### src/hdl/timer16_defs.svh
`ifndef TIMER16_DEFS_SVH
`define TIMER16_DEFS_SVH

// Byte locations on the processor data bus
`define T16_CTRL_A     4'h0
`define T16_CTRL_B     4'h1
`define T16_CNT_L      4'h2
`define T16_CNT_H      4'h3
`define T16_CAP_L      4'h4
`define T16_CAP_H      4'h5
`define T16_FLAGS      4'h6
`define T16_MASK       4'h7
`define T16_CMP_CTRL   4'h8

// Field positions
`define T16_A_MODE_LSB 0
`define T16_B_CLK_LSB  0
`define T16_B_MODE_LSB 3
`define T16_B_EDGE     6
`define T16_B_NOISE    7
`define T16_F_OVF      0
`define T16_F_CAP      5
`define T16_CMP_SEL    2

// Reset values
`define T16_CNT_RST    16'h0000
`define T16_CAP_RST    16'h0000

// Counter limits
`define T16_TOP_8      16'h00ff
`define T16_TOP_9      16'h01ff
`define T16_TOP_10     16'h03ff
`define T16_MAX        16'hffff
`define T16_BOTTOM     16'h0000

// Noise filter depth in system clock samples
`define T16_FILT_N     4

`endif

### src/hdl/timer16_pkg.sv
package timer16_pkg;

  typedef enum logic [2:0] {
    CLK_STOP  = 3'h0,
    CLK_SYS   = 3'h1,
    CLK_PRE_A = 3'h2,
    CLK_PRE_B = 3'h3,
    CLK_PRE_C = 3'h4,
    CLK_PRE_D = 3'h5,
    CLK_EXT_F = 3'h6,
    CLK_EXT_R = 3'h7
  } clk_sel_t;

  typedef struct packed {
    logic [15:0] cnt;
    logic [15:0] cap;
    logic [7:0]  temp;
    logic [1:0]  mode_lo;
    logic [1:0]  mode_hi;
    logic [2:0]  clk_sel;
    logic        edge_sel;
    logic        noise;
    logic        cmp_sel;
    logic        ovf_f;
    logic        cap_f;
    logic        ovf_en;
    logic        cap_en;
    logic        down;
    logic [1:0]  ext_sync;
    logic        ext_prev;
    logic [1:0]  trig_sync;
    logic [3:0]  filt_sh;
    logic        filt;
    logic        edge_prev;
    logic [7:0]  rdata;
    logic        ovf_irq;
    logic        cap_irq;
  } state_t;

endpackage

### src/hdl/timer16_capture.sv
// Notes on behaviour
// RULE_01: Counter is 16 bits, cleared, counted up or down per timer tick.
// RULE_02: High location is staging; low read/write moves high byte.
// RULE_03: Clock select zero stops counting; counter stays accessible.
// RULE_04: Processor counter write beats any clear or count that cycle.
// RULE_05: Overflow flag set at the mode's point; may raise interrupt.
// RULE_06: Shared upper byte may be written once; guard from interrupts.
// RULE_07: Matching edge on trigger copies whole counter into capture.
// RULE_08: Capture flag sets in the same cycle as the copy.
// RULE_09: Enabled flag requests interrupt; cleared by service or one write.
// RULE_10: Capture low read loads staging; high read returns staging.
// RULE_11: Capture writable only in its top modes; high byte first.
// RULE_12: Capture pin is default trigger; comparator when selected.
// RULE_13: Software clears capture flag after switching trigger source.
// RULE_14: Triggers share counter pin sampling; filter adds four cycles.
// RULE_15: Filter and edge detector idle only in capture-top modes.
// RULE_16: Driving the capture pin by software may trigger a capture.
// RULE_17: Filter output changes only after four equal samples.
// RULE_18: Filter enabled in control B; samples on the system clock.
// RULE_19: Every new capture overwrites the capture register.
// RULE_20: For duty cycle, flip edge after read, then clear flag.
// RULE_21: Avoid capturing while the top value is changing.
// RULE_22: One staging byte is shared by all wide registers.
// RULE_23: Wide writes high byte first; wide reads low byte first.
// RULE_24: Edge select chooses rising or falling trigger transition.
// RULE_25: After reset counter stopped, capture zero, flags clear.
`timescale 1ns/10ps
`include "timer16_defs.svh"

module timer16_capture (
  // System
  input  wire logic       CLK_I,
  input  wire logic       RST_I,
  // Processor data bus
  input  wire logic [3:0] ADDR_I,
  input  wire logic       WR_I,
  input  wire logic       RD_I,
  input  wire logic [7:0] WDATA_I,
  output logic      [7:0] RDATA_O,
  // Interrupt requests and service acknowledges
  input  wire logic       OVF_ACK_I,
  input  wire logic       CAP_ACK_I,
  output logic            OVF_IRQ_O,
  output logic            CAP_IRQ_O,
  // Timer clock sources
  input  wire logic [3:0] PRESC_TICK_I,
  input  wire logic       EXTERNAL_COUNT_PIN_I,
  // Capture triggers
  input  wire logic       CAPTURE_PIN_I,
  input  wire logic       COMPARATOR_OUTPUT_I
);
  import timer16_pkg::*;

  state_t      s_reg;
  state_t      s_next;
  logic [3:0]  mode;
  logic [15:0] top;
  logic        dual;
  logic        fast;
  logic        icr_top;
  logic        tick;
  logic        trig_raw;
  logic        edge_in;
  logic        cap_evt;
  logic        ovf_evt;
  logic        wr_cnt_l;
  logic        rd_cnt_l;
  logic        wr_cap_l;
  logic        rd_cap_l;
  logic        wr_flags;
  logic        filt_agree;
  logic [3:0]  filt_win;

  assign mode     = {s_reg.mode_hi, s_reg.mode_lo};
  assign wr_cnt_l = WR_I && (ADDR_I == `T16_CNT_L);
  assign rd_cnt_l = RD_I && (ADDR_I == `T16_CNT_L);
  assign wr_cap_l = WR_I && (ADDR_I == `T16_CAP_L);
  assign rd_cap_l = RD_I && (ADDR_I == `T16_CAP_L);
  assign wr_flags = WR_I && (ADDR_I == `T16_FLAGS);

  // Mode decode: top value, slope and use of the capture register
  always_comb begin
    top     = `T16_MAX;
    dual    = 1'b0;
    fast    = 1'b0;
    icr_top = 1'b0;
    unique case (mode)
      4'h1: begin
        top  = `T16_TOP_8;
        dual = 1'b1;
      end
      4'h2: begin
        top  = `T16_TOP_9;
        dual = 1'b1;
      end
      4'h3: begin
        top  = `T16_TOP_10;
        dual = 1'b1;
      end
      4'h5: begin
        top  = `T16_TOP_8;
        fast = 1'b1;
      end
      4'h6: begin
        top  = `T16_TOP_9;
        fast = 1'b1;
      end
      4'h7: begin
        top  = `T16_TOP_10;
        fast = 1'b1;
      end
      4'h8, 4'ha: begin
        top     = s_reg.cap;
        dual    = 1'b1;
        icr_top = 1'b1;
      end
      4'hc: begin
        top     = s_reg.cap;
        icr_top = 1'b1;
      end
      4'he: begin
        top     = s_reg.cap;
        fast    = 1'b1;
        icr_top = 1'b1;
      end
      // Compare-register tops are not in this block; they run to MAX
      4'h9, 4'hb: dual = 1'b1;
      4'hf:       fast = 1'b1;
      default: ;
    endcase
  end

  // Timer clock selection, one-cycle tick
  always_comb begin
    unique case (clk_sel_t'(s_reg.clk_sel))
      CLK_STOP:  tick = 1'b0; // see RULE_03
      CLK_SYS:   tick = 1'b1;
      CLK_PRE_A: tick = PRESC_TICK_I[0];
      CLK_PRE_B: tick = PRESC_TICK_I[1];
      CLK_PRE_C: tick = PRESC_TICK_I[2];
      CLK_PRE_D: tick = PRESC_TICK_I[3];
      CLK_EXT_F: tick = s_reg.ext_prev & ~s_reg.ext_sync[1];
      CLK_EXT_R: tick = ~s_reg.ext_prev & s_reg.ext_sync[1];
    endcase
  end

  // Pin level only is seen, so port-driven pin levels capture too
  assign trig_raw = s_reg.cmp_sel ? COMPARATOR_OUTPUT_I // see RULE_12
                                  : CAPTURE_PIN_I;     // see RULE_16
  // Newest sample joins three held ones, so the delay stays at four
  assign filt_win   = {s_reg.filt_sh[2:0], s_reg.trig_sync[1]};
  assign filt_agree = (filt_win == 4'hf) || (filt_win == 4'h0);
  assign edge_in = s_reg.noise ? s_reg.filt       // see RULE_17
                               : s_reg.trig_sync[1];
  assign cap_evt = !icr_top                          // see RULE_15
                && (edge_in != s_reg.edge_prev)
                && (edge_in == s_reg.edge_sel);      // see RULE_24

  // Overflow point: MAX for normal/clear, TOP for fast, BOTTOM for dual
  always_comb begin
    if (dual) begin
      ovf_evt = tick && s_reg.down && (s_reg.cnt == 16'h0001);
    end else if (fast) begin
      ovf_evt = tick && (s_reg.cnt == top);
    end else begin
      ovf_evt = tick && (s_reg.cnt == `T16_MAX);
    end
  end

  always_comb begin
    s_next = s_reg;

    // Same sampling path as the external count pin
    s_next.ext_sync  = {s_reg.ext_sync[0], EXTERNAL_COUNT_PIN_I};
    s_next.ext_prev  = s_reg.ext_sync[1];
    s_next.trig_sync = {s_reg.trig_sync[0], trig_raw}; // see RULE_14

    // Filter and edge detector freeze while capture holds the top
    if (!icr_top) begin
      s_next.filt_sh = filt_win; // see RULE_18
      if (filt_agree) begin
        s_next.filt = s_reg.trig_sync[1]; // see RULE_17
      end
      s_next.edge_prev = edge_in;
    end

    // Counter sequence
    if (tick) begin
      if (!dual) begin
        s_next.down = 1'b0;
        if (s_reg.cnt == top) begin
          s_next.cnt = `T16_BOTTOM; // see RULE_01
        end else begin
          s_next.cnt = s_reg.cnt + 16'h0001;
        end
      end else if (!s_reg.down) begin
        if (s_reg.cnt >= top) begin
          s_next.down = 1'b1;
          s_next.cnt  = s_reg.cnt - 16'h0001;
        end else begin
          s_next.cnt = s_reg.cnt + 16'h0001;
        end
      end else if (s_reg.cnt == `T16_BOTTOM) begin
        s_next.down = 1'b0;
        s_next.cnt  = s_reg.cnt + 16'h0001;
      end else begin
        s_next.cnt = s_reg.cnt - 16'h0001;
      end
    end

    // Processor writes; a counter write overrides the sequence
    if (WR_I) begin
      unique case (ADDR_I)
        `T16_CTRL_A: s_next.mode_lo = WDATA_I[`T16_A_MODE_LSB +: 2];
        `T16_CTRL_B: begin
          s_next.clk_sel  = WDATA_I[`T16_B_CLK_LSB +: 3];
          s_next.mode_hi  = WDATA_I[`T16_B_MODE_LSB +: 2];
          s_next.edge_sel = WDATA_I[`T16_B_EDGE];
          s_next.noise    = WDATA_I[`T16_B_NOISE]; // see RULE_18
        end
        `T16_CNT_H, `T16_CAP_H: s_next.temp = WDATA_I; // see RULE_22
        `T16_CNT_L: s_next.cnt = {s_reg.temp, WDATA_I}; // see RULE_04
        `T16_CAP_L: begin
          if (icr_top) begin
            s_next.cap = {s_reg.temp, WDATA_I}; // see RULE_11
          end
        end
        `T16_MASK: begin
          s_next.ovf_en = WDATA_I[`T16_F_OVF];
          s_next.cap_en = WDATA_I[`T16_F_CAP];
        end
        `T16_CMP_CTRL: s_next.cmp_sel = WDATA_I[`T16_CMP_SEL];
        default: ;
      endcase
    end

    // Low-byte reads load the staging byte
    if (rd_cnt_l) begin
      s_next.temp = s_reg.cnt[15:8]; // see RULE_02
    end
    if (rd_cap_l) begin
      s_next.temp = s_reg.cap[15:8]; // see RULE_10
    end

    // Flags: clear by writing one or by service, a new event wins
    if ((wr_flags && WDATA_I[`T16_F_OVF]) || OVF_ACK_I) begin
      s_next.ovf_f = 1'b0;
    end
    if ((wr_flags && WDATA_I[`T16_F_CAP]) || CAP_ACK_I) begin
      s_next.cap_f = 1'b0; // see RULE_09
    end
    if (ovf_evt && !wr_cnt_l) begin
      s_next.ovf_f = 1'b1; // see RULE_05
    end
    if (cap_evt) begin
      s_next.cap   = s_reg.cnt; // see RULE_07, RULE_19
      s_next.cap_f = 1'b1;      // see RULE_08
    end

    s_next.ovf_irq = s_next.ovf_f && s_next.ovf_en;
    s_next.cap_irq = s_next.cap_f && s_next.cap_en; // see RULE_09

    // Read data is registered, valid the cycle after the strobe
    s_next.rdata = 8'h00;
    if (RD_I) begin
      unique case (ADDR_I)
        `T16_CTRL_A: s_next.rdata = {6'h00, s_reg.mode_lo};
        `T16_CTRL_B: s_next.rdata = {s_reg.noise, s_reg.edge_sel, 1'b0,
                                     s_reg.mode_hi, s_reg.clk_sel};
        `T16_CNT_L:  s_next.rdata = s_reg.cnt[7:0];
        `T16_CAP_L:  s_next.rdata = s_reg.cap[7:0];
        `T16_CNT_H, `T16_CAP_H: s_next.rdata = s_reg.temp;
        `T16_FLAGS:  s_next.rdata = {2'h0, s_reg.cap_f, 4'h0, s_reg.ovf_f};
        `T16_MASK:   s_next.rdata = {2'h0, s_reg.cap_en, 4'h0, s_reg.ovf_en};
        `T16_CMP_CTRL: s_next.rdata = {5'h00, s_reg.cmp_sel, 2'h0};
        default: ;
      endcase
    end
  end

  always_ff @(posedge CLK_I) begin
    if (RST_I) begin
      s_reg <= '0; // see RULE_25
    end else begin
      s_reg <= s_next;
    end
  end

  assign RDATA_O   = s_reg.rdata;
  assign OVF_IRQ_O = s_reg.ovf_irq;
  assign CAP_IRQ_O = s_reg.cap_irq;
endmodule

### config.mk
export PLATFORM = sky130hd
export DESIGN_NAME = timer16_capture
export DESIGN_NICKNAME = d
export VERILOG_FILES = /design/src/hdl/timer16_pkg.sv /design/src/hdl/timer16_capture.sv
export VERILOG_INCLUDE_DIRS = /design/src /design/src/hdl
export SDC_FILE = /design/constraint.sdc
export NUM_CORES = 1
export LEC_CHECK = 0
export BUFFER_PORTS_ARGS = -buffer_cell sky130_fd_sc_hd__clkbuf_2
export CAP_MARGIN = 20
export CELL_PAD_IN_SITES_DETAIL_PLACEMENT = 1
export CELL_PAD_IN_SITES_GLOBAL_PLACEMENT = 1
export CORE_MARGIN = 5
export CORE_UTILIZATION = 30
export DETAILED_ROUTE_END_ITERATION = 8
export PLACE_DENSITY_LB_ADDON = 0.1
export SLEW_MARGIN = 20
export SYNTH_ARGS = -nofsm -noshare
export SYNTH_HDL_FRONTEND = slang
export SYNTH_SLANG_ARGS = --single-unit
### constraint.sdc
create_clock -name CLK_I -period 3.7 [get_ports CLK_I]
set_input_delay 0.37 -clock CLK_I [delete_from_list [all_inputs] [get_ports CLK_I]]
set_output_delay 0.37 -clock CLK_I [all_outputs]
set_load 0.02 [all_outputs]
==> impl_metrics.yaml <==
die:
  die_width_um: 135
  rows: 45
  start_util: 0.307
  pin_count: 35
  die_h_um: 135
  die_area_um2: 18200
  core_area_um2: 15300
placement:
  dp_cells: 812
  port_buffers: 34
  hpwlAfterDp_mm: 13.0
  place_congestion: 0.856
  pre_cts_slack_ns: 0.235
  post_dp_cell_area_um2: 4980
global_route:
  grt_max_degree: 36
  antenna_found_initial: 0
  track_usage: 0.196
  grt_pass1_wl_mm: 27.6
  grt_overflow: 0
  grt_pass1_vias: 4618
pwr:
  power_density_nw_per_um2: 374
  p_sw_uw: 544
  switching_share: 0.275
  leakage_nw: 2.02
  p_seq_frac: 0.430
  power.share.combinational: 0.096
  clkPwrFrac: 0.474
  max-vdd-ir-drop_v: 0.000241
  internal_power_mw: 1.44
setup_path:
  cp-start-kind: "flip-flop"
  worstSetupEndpointType: "flip-flop"
  cp.required_ns: 3.92
  crit_slowest_cell: "dfxtp_1"
  r2r-start: "mode[3]"
  crit_start: "mode[3]"
  path_class: "flip-flop to flip-flop"
  cp_max_fo: 19
  cp_cell_sequence: "nor2b_2 > nand2b_1 > ha_1 > nand2b_1 > a221o_1 > a21o_1 > o21ai_2 > buf_4 > mux2i_1 > xor2_1 > o21a_1 > nor3_2"
  crit_top_cell: "nand2b_1"
  crit_arrival_ns: 3.51
  max_stage_delay_ns: 0.49
drt:
  wl_met1_mm: 8.26
  route.detailed.drc: 0
  vias: 4620
  wl_per_cell_um: 21.0
  ant_nets: 0
  met3_length_um: 712
  viasPerCell: 5.58
  highest_layer: "met4"
  wl_mm: 17.4
  drt_iter0_markers: 344
  wl_met2_mm: 8.01
  first_pass_iters: 6
layout:
  finalNonFillerCells: 828
  antenna_cells: 0
  finalNetCount: 657
  syn2layout_area_growth_pct: 12.9
  final_area_um2: 5290
  largest_reg_flops: 54
  final_layout_size_suffix_gt1_frac: 0.144
timing:
  fin_crit_ns: 3.28
  fin_ws_ns: 0.416
  grt_setup_unrepaired: "no"
  drv_slew: 0
  slew_headroom: 0.423
  tightest_slew_ns: 0.859
  finalCritPeriodShare: 0.888
  skew_ns: 0.00981
  hold_violations: 0
  setup_viol: 0
  fmax_ghz: 0.304
  setup_tns_ns: 0
logic_synthesis:
  syn_area_per_cell_um2: 7.79
  synth-edff-count: 0
  yosysMostFrequentCell: "dfxtp_1"
  synth_flop_cell: "dfxtp_1"
  synth.top_cell.area_share: 0.320
  ys_warn_count: 0
  syn_area_um2: 4690
  synth-xor-area-share: 0.0112
  synthAdderAreaFrac: 0.0534
  synth_seq_area_share: 0.320
  syn_inst: 602
  synth_top_family_by_area: "simple AND/OR/NAND/NOR gates"
  synthMuxAreaShare: 0.0435
  synthTopCellsByCount: "dfxtp_1, nor2_1, nand2_1"
  yosysUniqueCellTypes: 70
  synthSimpleGateAreaFrac: 0.259
  ys_seq_elements: 75
  yosysTopAreaCell: "dfxtp_1"
  synthTopCellsByArea: "dfxtp_1, nor2_1, a21oi_1"
  synth_compound_area_frac: 0.244
  synthArstFlopShare: 0
  synth_fp_nets: 647
clocking:
  cts_hold_buf: 0
  cts.sinks: 75
  htreeDepth: 3
  cts_tree: "done"
  cts_setup_buffers: 0
  clock-root-buffer: "clkbuf_16"
  ctsResizeCount: 0
  cts_buffer_depth: 2
  path_clk_slew_ns: 0.07
  cts_buffers: 9
  clk_latency_ns: 0.35
hold_path:
  hp-class: "primary input to flip-flop"
  hp-start: "EXTERNAL_COUNT_PIN_I"
run_status:
  status: "finished clean"
job:
  maxCapViolCount: 0
[power groups by stage]
stage | combinational [mW] | clock [mW] | sequential (mW)
floorplan | 0.123 | 0 | 0.856
global placement | 0.186 | 0 | 0.868
detailed placement | 0.190 | 0 | 0.869
CTS | 0.191 | 0.956 | 0.850
global route | 0.211 | 0.997 | 0.853
finish | 0.191 | 0.939 | 0.851
[worst max-delay path: cells and delay by family (launching register included)]
| family | cells | cell delay, ns |
|---|---|---|
| compound gates | 4 | 0.87 |
| simple gates | 4 | 0.78 |
| flops | 1 | 0.49 |
| fa+ha+maj | 1 | 0.30 |
| buf+inv | 1 | 0.27 |
| mux | 1 | 0.26 |
| xor+xnor | 1 | 0.19 |
[layout by cell type (no fill, tap or decap), types with 4 or more instances in the layout]
master / Yosys / final
a31oi_1: 10 / 10
o21ai_1: 10 / 10
nor2_1: 70 / 70
nand2_1: 67 / 67
dfxtp_1: 75 / 75
a22oi_1: 17 / 17
and3_1: 8 / 8
buf_4: 10 / 19
nor4_1: 5 / 5
a21o_1: 5 / 5
a311oi_1: 7 / 7
o21ai_0: 19 / 19
ha_1: 20 / 20
nand3_1: 30 / 30
nor3_1: 19 / 18
a222oi_1: 8 / 8
clkbuf_16: 0 / 9
o31ai_1: 6 / 6
nand4_1: 4 / 4
a21oi_1: 52 / 52
clkbuf_2: 0 / 34
mux2i_1: 17 / 17
a211oi_1: 14 / 14
inv_1: 9 / 9
nand2b_1: 4 / 4
nor2b_1: 11 / 10
[worst paths after layout]
kind                  to  slack [ns]  depth (start not counted)
min           s_next[20]        0.23                          2
max reg2reg    s_reg[63]        0.42                         12
max            s_reg[63]        0.42                         12
min reg2reg  filt_win[0]        0.44                          1
[metal layers]
metal / GRT usage / up-vias
met4: 0.0739 / 0
li1: - / 2223
met5: 0 / -
met3: 0.0272 / 17
met1: 0.273 / 2286
met2: 0.308 / 94
[metrics by stage]
stage           util  hold slack (ns)  power (mW)
5_1_grt        0.347            0.249        2.06
6_report       0.347            0.230        1.98
4_1_cts        0.347            0.227        2.00
3_3_place_gp   0.326            0.416        1.05
3_5_place_dp   0.326            0.426        1.06
2_1_floorplan      -            0.414       0.979
[layout make-up]
| cell class | instances | area [um2] |
|---|---|---|
| flip-flops and latches | 75 | 1500 |
| clock inverters | 6 | 71.3 |
| inverters | 9 | 33.8 |
| well taps | 211 | 264 |
| fillers | 1817 | 9960 |
| multi-input cells | 464 | 2870 |
| clock buffers | 10 | 239 |
| repair buffers | 53 | 313 |
[cell families after synthesis]
family	after synthesis
AOI/OAI and AO/OA	172
xor gates and xnor gates	6
adders and majority gates	20
buffers and inverters	63
DFF	75
muxes	19
and+or+nand+nor	247
Power figures use the tool's default switching activity.
